[config.mk]
export PLATFORM = sky130hd
export DESIGN_NAME = ceim_irq_ctrl
export DESIGN_NICKNAME = d
export VERILOG_FILES = /design/src/hdl/ceim_pkg.sv /design/src/hdl/ceim_event_sel.sv /design/src/hdl/ceim_irq_ctrl.sv
export SDC_FILE = /design/constraint.sdc
export NUM_CORES = 1
export LEC_CHECK = 0
export ABC_AREA = 1
export BUFFER_PORTS_ARGS = -buffer_cell sky130_fd_sc_hd__buf_2
export CORE_MARGIN = 2
export CORE_UTILIZATION = 25
export CTS_CLUSTER_DIAMETER = 150
export CTS_CLUSTER_SIZE = 28
export DETAILED_ROUTE_END_ITERATION = 10
export PLACE_DENSITY = 0.53
export SLEW_MARGIN = 10
export SYNTH_ARGS = -nofsm -noshare
export SYNTH_HDL_FRONTEND = slang
export SYNTH_SLANG_ARGS = --single-unit
[constraint.sdc]
create_clock -name clk -period 3.7 [get_ports clk]
set_input_delay 0.37 -clock clk [delete_from_list [all_inputs] [get_ports clk]]
set_output_delay 0.37 -clock clk [all_outputs]
set_load 0.005 [all_outputs]
[src/hdl/ceim_pkg.sv]
package ceim_pkg;

	// register byte addresses on the plain register port
	localparam int unsigned ADDR_W            = 12;
	localparam logic [11:0] STATUS_OFFSET     = 12'h120;
	localparam logic [11:0] ENABLE_OFFSET     = 12'h124;
	localparam logic [31:0] STATUS_RESET      = 32'h0000_0000;
	localparam logic [31:0] ENABLE_RESET      = 32'h0000_0000;

	// client bit positions, shared by the status and enable words
	localparam int unsigned CAP2_ANC_B_BIT          = 29;
	localparam int unsigned CAP2_ANC_A_BIT          = 28;
	localparam int unsigned CAP1_ANC_B_BIT          = 27;
	localparam int unsigned CAP1_ANC_A_BIT          = 26;
	localparam int unsigned XFER2_LUMA_BIT          = 25;
	localparam int unsigned XFER2_CHROMA_BIT        = 24;
	localparam int unsigned XFER1_LUMA_BIT          = 23;
	localparam int unsigned XFER1_CHROMA_BIT        = 22;
	localparam int unsigned HDMI_WRITEBACK_BIT      = 21;
	localparam int unsigned PORT_CTL_BIT            = 20;
	localparam int unsigned VBI_ENC_BIT             = 19;
	localparam int unsigned NR_CHROMA_OUT_FLAG      = 17;
	localparam int unsigned NR_LUMA_OUT_FLAG        = 16;
	localparam int unsigned NR_CHROMA_IN_FLAG       = 15;
	localparam int unsigned NR_LUMA_IN_FLAG         = 14;
	localparam int unsigned NR_PACKED_IN_FLAG       = 13;
	localparam int unsigned GFX3_STREAM_FLAG        = 12;
	localparam int unsigned GFX2_STREAM_FLAG        = 11;
	localparam int unsigned GFX1_STREAM_FLAG        = 10;
	localparam int unsigned CAP2_UPPER_CHROMA_FLAG  = 9;
	localparam int unsigned CAP2_UPPER_LUMA_FLAG    = 8;
	localparam int unsigned CAP2_LOWER_CHROMA_FLAG  = 7;
	localparam int unsigned CAP2_LOWER_LUMA_FLAG    = 6;
	localparam int unsigned CAP1_UPPER_CHROMA_FLAG  = 5;
	localparam int unsigned CAP1_UPPER_LUMA_FLAG    = 4;
	localparam int unsigned CAP1_LOWER_CHROMA_FLAG  = 3;
	localparam int unsigned CAP1_LOWER_LUMA_FLAG    = 2;
	localparam int unsigned GFX3_PAYLOAD_FLAG       = 1;
	localparam int unsigned GFX2_PAYLOAD_FLAG       = 0;

	// implemented bits: 31..30 and 18 are reserved
	localparam logic [31:0] IMPL_MASK = 32'h3FFB_FFFF;

	// clients that receive from a transmitting module default to end of frame received
	localparam logic [31:0] RX_MASK =
		(32'h0000_0001 << CAP2_ANC_B_BIT) | (32'h0000_0001 << CAP2_ANC_A_BIT) |
		(32'h0000_0001 << CAP1_ANC_B_BIT) | (32'h0000_0001 << CAP1_ANC_A_BIT) |
		(32'h0000_0001 << HDMI_WRITEBACK_BIT) |
		(32'h0000_0001 << NR_CHROMA_OUT_FLAG) | (32'h0000_0001 << NR_LUMA_OUT_FLAG) |
		(32'h0000_0001 << CAP2_UPPER_CHROMA_FLAG) | (32'h0000_0001 << CAP2_UPPER_LUMA_FLAG) |
		(32'h0000_0001 << CAP2_LOWER_CHROMA_FLAG) | (32'h0000_0001 << CAP2_LOWER_LUMA_FLAG) |
		(32'h0000_0001 << CAP1_UPPER_CHROMA_FLAG) | (32'h0000_0001 << CAP1_UPPER_LUMA_FLAG) |
		(32'h0000_0001 << CAP1_LOWER_CHROMA_FLAG) | (32'h0000_0001 << CAP1_LOWER_LUMA_FLAG);

	// event that a control descriptor may select, one-hot
	typedef enum logic [3:0] {
		CEIM_EV_EOF_RX = 4'h1,
		CEIM_EV_EOF_TX = 4'h2,
		CEIM_EV_SOF    = 4'h4,
		CEIM_EV_LINE   = 4'h8
	} ceim_event_t;

	typedef struct packed {
		logic        wr;
		logic        rd;
		logic [11:0] addr;
		logic [31:0] wdata;
	} ceim_bus_req_t;

	typedef struct packed {
		logic        valid;
		logic [4:0]  client;
		ceim_event_t event_sel;
	} ceim_desc_t;

	typedef struct packed {
		logic [31:0] eof_rx;
		logic [31:0] eof_tx;
		logic [31:0] sof;
		logic [31:0] line;
	} ceim_events_t;

	typedef struct packed {
		logic eof_rx;
		logic eof_tx;
		logic sof;
		logic line;
	} ceim_client_ev_t;

endpackage

[src/hdl/ceim_event_sel.sv]
`timescale 1ns/1ps
module ceim_event_sel #(
	parameter logic IS_RX = 1'b0
) (
	input  wire logic                      clk,
	input  wire logic                      rstn,
	input  wire logic                      cfg_we,
	input  wire ceim_pkg::ceim_event_t     cfg_event,
	input  wire ceim_pkg::ceim_client_ev_t ev,
	output logic                           hit
);

	logic                  cfg_q;
	logic                  cfg_d;
	ceim_pkg::ceim_event_t ev_q;
	ceim_pkg::ceim_event_t ev_d;

	// latest legal descriptor wins; an illegal code leaves the old choice alone
	always_comb begin
		cfg_d = cfg_q;
		ev_d  = ev_q;
		if (cfg_we) begin
			unique case (cfg_event)
				ceim_pkg::CEIM_EV_EOF_RX,
				ceim_pkg::CEIM_EV_EOF_TX,
				ceim_pkg::CEIM_EV_SOF,
				ceim_pkg::CEIM_EV_LINE: begin
					cfg_d = 1'b1;
					ev_d  = cfg_event;
				end
				default: begin
					cfg_d = cfg_q;
				end
			endcase
		end
	end

	always_ff @(posedge clk) begin
		if (!rstn) begin
			cfg_q <= 1'b0;
			ev_q  <= ceim_pkg::CEIM_EV_EOF_TX;
		end else begin
			cfg_q <= cfg_d;
			ev_q  <= ev_d;
		end
	end

	// unconfigured clients follow end of frame in their data direction
	always_comb begin
		hit = 1'b0;
		if (!cfg_q) begin
			hit = IS_RX ? ev.eof_rx : ev.eof_tx;
		end else begin
			unique case (ev_q)
				ceim_pkg::CEIM_EV_EOF_RX: hit = ev.eof_rx;
				ceim_pkg::CEIM_EV_EOF_TX: hit = ev.eof_tx;
				ceim_pkg::CEIM_EV_SOF:    hit = ev.sof;
				ceim_pkg::CEIM_EV_LINE:   hit = ev.line;
			endcase
		end
	end
endmodule

[src/hdl/ceim_irq_ctrl.sv]
// Chosen here: strobed register access.
`timescale 1ns/1ps
// Operation
// - A status bit sets when its client hits the event picked by its latest descriptor.
// - Receiving clients default to end of frame received while unconfigured.
// - Sending clients default to end of frame sent while unconfigured.
// - A set status bit stays one until software clears it, whatever further events come.
// - Writing one to a status bit clears it unless its event lands in the same cycle, and only bits written with one clear.
// - The enable word sits at 124h, is 32 bits and resets to zero.
// - An enable bit at one lets the matching status bit drive the second interrupt line.
// - Noise filter clients use bits 17 to 13.
// - Graphics stream clients use bits 12 to 10 and graphics data clients bits 1 and 0.
// - Capture port clients use bits 9 to 2, and bits 29 to 26 for ancillary data, port two first.
module ceim_irq_ctrl (
	input  wire logic                   clk,
	input  wire logic                   rstn,
	input  wire ceim_pkg::ceim_bus_req_t bus_req,
	output logic [31:0]                 rdata,
	input  wire ceim_pkg::ceim_desc_t    desc,
	input  wire ceim_pkg::ceim_events_t  events,
	output logic                        second_irq_line
);

	logic [31:0] status_q;
	logic [31:0] status_d;
	logic [31:0] enable_q;
	logic [31:0] enable_d;
	logic [31:0] rdata_q;
	logic [31:0] rdata_d;
	logic        irq_q;
	logic        irq_d;
	logic [31:0] hit;
	logic [31:0] hit_v;
	logic [31:0] clr_v;
	logic        st_wr;
	logic        en_wr;

	// one address compare per register, shared by read and write paths
	function automatic logic addr_is(input logic [11:0] a, input logic [11:0] off);
		return a == off;
	endfunction

	// per-client event selection; reserved positions never raise an event
	genvar gi;
	generate
		for (gi = 0; gi < 32; gi++) begin : g_client
			if (ceim_pkg::IMPL_MASK[gi]) begin : g_impl
				ceim_event_sel #(
					.IS_RX (ceim_pkg::RX_MASK[gi])
				) u_sel (
					.clk       (clk),
					.rstn      (rstn),
					.cfg_we    (desc.valid && desc.client == 5'(gi)),
					.cfg_event (desc.event_sel),
					.ev        ({events.eof_rx[gi], events.eof_tx[gi],
					             events.sof[gi], events.line[gi]}),
					.hit       (hit[gi])
				);
			end else begin : g_rsvd
				assign hit[gi] = 1'b0;
			end
		end
	endgenerate

	// write decode
	assign st_wr = bus_req.wr && addr_is(bus_req.addr, ceim_pkg::STATUS_OFFSET);
	assign en_wr = bus_req.wr && addr_is(bus_req.addr, ceim_pkg::ENABLE_OFFSET);
	assign hit_v = hit & ceim_pkg::IMPL_MASK;
	assign clr_v = st_wr ? (bus_req.wdata & ceim_pkg::IMPL_MASK) : 32'h0000_0000;

	// status: set beats clear so an event landing on a clear write is kept
	always_comb begin
		status_d = ((status_q & ~clr_v) | hit_v) & ceim_pkg::IMPL_MASK;
		enable_d = enable_q;
		if (en_wr) begin
			enable_d = bus_req.wdata & ceim_pkg::IMPL_MASK;
		end
		// computed from next values so the line follows status with no extra lag
		irq_d = |(status_d & enable_d);
	end

	// read data live only in the cycle after the strobe, zero otherwise
	always_comb begin
		rdata_d = 32'h0000_0000;
		if (bus_req.rd) begin
			if (addr_is(bus_req.addr, ceim_pkg::STATUS_OFFSET)) begin
				rdata_d = status_q;
			end else if (addr_is(bus_req.addr, ceim_pkg::ENABLE_OFFSET)) begin
				rdata_d = enable_q;
			end else begin
				rdata_d = 32'h0000_0000; // unmapped reads return zero
			end
		end
	end

	always_ff @(posedge clk) begin
		if (!rstn) begin
			status_q <= ceim_pkg::STATUS_RESET;
			enable_q <= ceim_pkg::ENABLE_RESET;
			rdata_q  <= 32'h0000_0000;
			irq_q    <= 1'b0;
		end else begin
			status_q <= status_d;
			enable_q <= enable_d;
			rdata_q  <= rdata_d;
			irq_q    <= irq_d;
		end
	end

	assign rdata           = rdata_q;
	assign second_irq_line = irq_q;

	// helpers read only by the checks below
	logic [31:0] keep_v;
	logic [31:0] drop_v;
	assign keep_v = status_q & ~clr_v;
	assign drop_v = clr_v & ~hit_v;
endmodule

==> results of run 1 <==
## logic make-up (layout without fill, tap and decap cells)
| kind of cell | after synthesis | count (layout) | share of synthesized area |
|---|---|---|---|
| AO/OA/AOI/OAI | 316 | 316 | 0.1516 |
| XOR/XNOR | 2 | 2 | 0.001601 |
| buffers and inverters | 228 | 390 | 0.08222 |
| flip-flops | 233 | 233 | 0.4263 |
| other | 1 | 7 | 0.0003427 |
| AND/OR/NAND/NOR | 813 | 813 | 0.3379 |
## synth_stat cells, types with 5 or more instances
library cell    n
buf_2          10
nor2_4          9
nand4_1       119
nor2_1        188
nand3_1       181
nand2_1       304
a21oi_1       165
clkbuf_1       46
a31oi_1        20
o21ai_1         9
dfxtp_1       233
o21ai_0       102
inv_1         155
nor2_2          5
o211ai_1       16
## per-layer routing
metal,vias to the layer above,routed length [um]
met1,5168,18640
met3,40,2486
met5,-,69
met4,10,621
li1,5701,-
met2,316,18730
## sequential cells by signal, summed over array words and instances (netlist names)
name	count
enable_q	29
status_q	29
g_client.g_impl.u_sel.ev_q	116
second_irq_line	1
g_client.g_impl.u_sel.cfg_q	29
rdata	29
## worst max-delay path by stage
| stage | slack, ps | start | end |
|---|---|---|---|
| after floorplan | 1910 | bus_req[41] | second_irq_line |
| after detailed placement | 1030 | bus_req[33] | second_irq_line |
| after global placement | 1030 | bus_req[33] | second_irq_line |
| after global routing | 1220 | g_client[4].g_impl.u_sel.ev_q[1] | second_irq_line |
| final | 1530 | bus_req[33] | second_irq_line |
| after CTS | 1480 | g_client[4].g_impl.u_sel.ev_q[1] | second_irq_line |
## area by class of cell
class | count | area (sq um) | area share
Antenna cell | 4 | 10.01 | 0.0007773
Clock buffer | 13 | 325.3 | 0.02526
Clock inverter | 1 | 20.02 | 0.001555
Inverter | 162 | 609.3 | 0.04732
Multi-Input combinational cell | 1134 | 5398 | 0.4192
Sequential cell | 233 | 4664 | 0.3622
Tap cell | 585 | 732.0 | 0.05684
Timing Repair Buffer | 214 | 1119 | 0.08686
## power by group through the flow
| stage | clock network [mW] | registers, mW | logic [mW] |
|---|---|---|---|
| 2_1_floorplan | 0 | 2.61 | 0.208 |
| 3_3_place_gp | 0 | 2.62 | 0.425 |
| 3_5_place_dp | 0 | 2.62 | 0.429 |
| 4_1_cts | 1.59 | 2.56 | 0.430 |
| 5_1_grt | 1.66 | 2.56 | 0.469 |
| 6_report | 1.53 | 2.56 | 0.425 |
## critical path, cell delays in order
cell,delay (ps)
buf_2,100
nor2_2,120
buf_4,390
and3b_1,290
nand3_4,200
clkinv_2,410
nand2_1,120
nand2_1,80
nand2_1,90
nand2_1,80
nor2_1,50
nand2_1,100
nor2_1,50
a21oi_1,110
==> impl_metrics.toml, run 1 <==
[worst_setup_path]
r2r_cells = 12
cp_max_fo = 30
worstPathArrival_ps = 2590
crit_type = "primary input to register"
r2r_end = "second_irq_line"
critPathLaunchType = "primary input"
end_kind = "register"
rr_startpoint = "g_client[4].g_impl.u_sel.ev_q[1]"
critPathRequiredTime_ps = 4130
r2r_slack_ps = 1560

[drt]
wl_per_cell_um = 17.28
final_antenna_net_count = 0
first_pass_iters = 7
drtIter0Drc = 900
drt_wl_total_um = 40550
via_per_inst = 4.789
drcViolationCount = 0
detailroute.via_count = 11235

[place]
hpwl_um = 30030
io_buffers = 200
placed_cell_area_sq_um = 12520
place.gp.congestion = 0.8311
placedCellCount = 2328
post-place-ws_ps = 1027

[power]
pwr-share-seq = 0.567
p_sw_frac = 0.2625
leakage_nw = 5.599
intPower_mw = 3.332
peakVddDrop_v = 0.0002663
p_clk_frac = 0.339
p_total_mw = 4.518
comb_power_share = 0.094
power.switching_mw = 1.186
powerDensity_nw_per_um2 = 350.8

[global_route]
grt_use_met1 = 0.2397
grt.busiest_layer = "met2"
antenna_found_initial = 8
met3_usage = 0.02824
use_met2 = 0.2880
grt-ovfl-total = 0
track_usage = 0.1748
grt_pass1_wl_um = 60640
grt_max_degree = 77
grt_pass1_vias = 10322

[synthesis]
netlist_area_sq_um = 10940
yosys.cell_types.count = 34
synth-edff-count = 0
ys.flop_type = "dfxtp_1"
synth_area_per_cell_sq_um = 6.869
ys_ff_latch = 233
synthArstFlopShare = 0
syn_inst = 1593
yosysWarnings = 0
ys_seq_area_frac = 0.4263
synth_area_leader_cell = "dfxtp_1"
ys_top_cells_by_area = "dfxtp_1 43%, nand2_1 10%, nand3_1 8.3%"
synth_top_cell_area_share = 0.4263

[timing]
setup_viol = 0
drv_slew = 0
post-route-worst-setup-slack_ps = 1533
hold_viol = 0
min_period_over_period = 0.5858
whs_ps = 154.3
post-route-min-period_ps = 2167
slew_headroom = 0.2592
tns_ps = 0
finClkSkew_ps = 24.44
rsz0062_at_grt = "no"
max_freq_mhz = 461.4
worst_pin_slew_ps = 1110

[clocking]
hold_buffers = 0
cts.repair.resized = 0
cts_max_path_buffers = 3
clk_latency_ps = 490
cts_tree = "yes"
cts_root_buf = "clkbuf_16"
cts_setup_buffers = 0
cts_buffers = 12
cts_sinks = 233
cts_max_level = 1
clk_pin_slew_ps = 110

[hold_path]
whs_path_depth = 3
hold_end = "enable_q[0]"
min_from = "bus_req[0]"
hp-class = "primary input to register"

[floorplan]
die_h_um = 213.2
fp.dieW_um = 213.2
io-pin-count = 219
coreArea_sq_um = 43170
die-area_sq_um = 45460
start_util = 0.2534
fp-row-count = 76

[layout]
instances_no_fill = 2346
final_common_cell = "nand2_1"
area_delta_synth_final_pct = 17.69
stdcell_area_sq_um = 12880
final_nets = 1943
fin_util = 0.2983
nFillCells = 4753
drive_gt1_frac = 0.1451
layout_common_cells = "304 x nand2_1, 233 x dfxtp_1, 200 x buf_2"

[run_status]
outcome = "completed"

[run]
cap_viol_max_count = 0
(Power assumes the default switching activity.)
==> run 2, diff against run 1 <==
Settings changed: ABC_AREA 1 to 0.
Clock period 3.7 ns to 2.2 ns, I/O delays scaled along.
==> impl_metrics.toml, run 2 <==
[run_status]
outcome = "finished with violations"
violations = "setup timing"

[synthesis]
synthArstFlopShare = 0
yosysWarnings = 0
ys.flop_type = "dfxtp_1"
ys_ff_latch = 233
synth-edff-count = 0
yosys.cell_types.count = 66
netlist_area_sq_um = 10650
syn_inst = 1237
synth.most_common_cell = "dfxtp_1"
synth_top_cell_area_share = 0.4382
synth_area_leader_cell = "dfxtp_1"
ys_top_cells_by_area = "dfxtp_1 44%, mux2i_1 11%, nor2_1 6.4%"
ys_seq_area_frac = 0.4382
synth_area_per_cell_sq_um = 8.606
synthTopCellsByCount = "233 x dfxtp_1, 181 x nor2_1, 119 x mux2i_1"

[layout]
stdcell_area_sq_um = 13830
drive_gt1_frac = 0.2649
top_register = "g_client.g_impl.u_sel.ev_q"
largest_register_ffs = 116
final_common_cell = "dfxtp_1"
area_delta_synth_final_pct = 29.91
final_nets = 1726
layout_common_cells = "228 x dfxtp_1, 200 x buf_2, 181 x nor2_1"

[global_route]
grt-ovfl-total = 0
track_usage = 0.1636
antenna_found_initial = 8
grt_pass1_wl_um = 55840
grt_max_degree = 50
grt_pass1_vias = 9629

[place]
placed_cell_area_sq_um = 13320
place.gp.congestion = 0.8193
io_buffers = 200
hpwl_um = 28340

[power]
powerDensity_nw_per_um2 = 551.2
leakage_nw = 5.570
peakVddDrop_v = 0.0003777

[floorplan]
io-pin-count = 219
fp.dieW_um = 210.4
start_util = 0.2538
coreArea_sq_um = 41950
die-area_sq_um = 44250
die_h_um = 210.4
fp-row-count = 75

[worst_setup_path]
critPathRequiredTime_ps = 2600
end_kind = "register"
crit_type = "primary input to register"
r2r_slack_ps = -440
critPathLaunchType = "primary input"
cp_max_fo = 7
worstPathArrival_ps = 3060

[timing]
min_period_over_period = 1.211
post-route-min-period_ps = 2664
post-route-worst-setup-slack_ps = -463.8
drv_slew = 0
setup_viol = 1
slew_headroom = 0.5604
whs_ps = 17.77
finClkSkew_ps = 28.42
worst_pin_slew_ps = 651.2
hold_viol = 0
max_freq_mhz = 375.4
rsz0062_at_grt = "yes"

[run]
cap_viol_max_count = 0

[hold_path]
hp-class = "primary input to register"

[clocking]
cts_max_path_buffers = 3
cts_buffers = 12
cts_root_buf = "clkbuf_16"
cts_tree = "yes"
cts_max_level = 1
clk_pin_slew_ps = 110
cts_sinks = 233
clk_latency_ps = 490

[drt]
via_per_inst = 4.857
drcViolationCount = 0
wl_per_cell_um = 17.82
final_antenna_net_count = 0
drtIter0Drc = 540
detailroute.via_count = 10112
drt_wl_total_um = 37110
first_pass_iters = 8
==> run 2: report_power, final <==
part | leakage [nW] | internal, mW | switching (mW)
clock | 0.170 | 1.09 | 1.48
sequential | 1.89 | 4.26 | 0.0301
combinational | 3.51 | 0.323 | 0.430
==> run 2: kinds of logic (layout without fill, tap and decap cells) <==
family | count (synthesis) | count (layout) | synth area share
and+or+nand+nor | 468 | 468 | 0.2203
AOI/OAI and AO/OA | 257 | 257 | 0.1554
DFF | 233 | 233 | 0.4382
buffers and inverters | 127 | 428 | 0.04690
muxes | 122 | 122 | 0.1151
xor gates and xnor gates | 29 | 29 | 0.02386
other | 1 | 6 | 0.0003523
==> run 2: final cells by class <==
type,instances,area [sq um]
antenna,3,7.507
clock buffer,13,325.3
clock inverter,1,20.02
fill,4413,28120
inverter,55,209.0
multi-input combinational,879,5620
sequential,233,4673
tap,539,674.4
timing repair buffer,359,2300
==> run 2: worst paths after layout <==
kind                                startpoint                        endpoint  depth (start not counted)
max                                bus_req[42]                 second_irq_line                         11
min                                 bus_req[8]                     enable_q[8]                          3
max reg2reg  g_client[21].g_impl.u_sel.ev_q[3]                 second_irq_line                          8
min reg2reg     g_client[8].g_impl.u_sel.cfg_q  g_client[8].g_impl.u_sel.cfg_q                          2
==> run 2: metal layers <==
metal  wire (um)  up-vias  global-route usage
li1            -     4997                   -
met1       16880     4818              0.2191
met2       17420      249              0.2785
met3        2034       40             0.02369
met4         710        8             0.03668
met5          60        -                   0
==> run 2: metrics by stage <==
stage                     worst slack [ps]  total power, mW  cells  TNS (ps)    util
after CTS                           -465.3            7.729   2077    -465.3  0.3281
after global routing                -518.2            7.909   2081    -518.2  0.3296
final                               -463.8            7.623   2082    -463.8  0.3297
after detailed placement             -1031            5.130   2059     -2631  0.3176
after global placement               -1003            5.124   2059     -2369  0.3176
after floorplan                     -665.5            4.687   1239    -665.5       -
==> run 2: timing repair <==
item	4_1_cts	5_1_grt
buffers inserted	0	2
pin swaps	5	4
gates resized for setup	18	10
endpoints found under the setup margin	1	1
hold buffers	4	0
endpoints found under the hold margin	4	0
==> run 2: critical path, cell delays in order <==
cell	delay (ps)
buf_2	100
or4b_4	530
buf_4	170
nor4_4	210
buf_6	180
buf_12	130
mux2i_2	240
a31oi_1	70
or4_1	530
or4_4	430
o31a_1	240
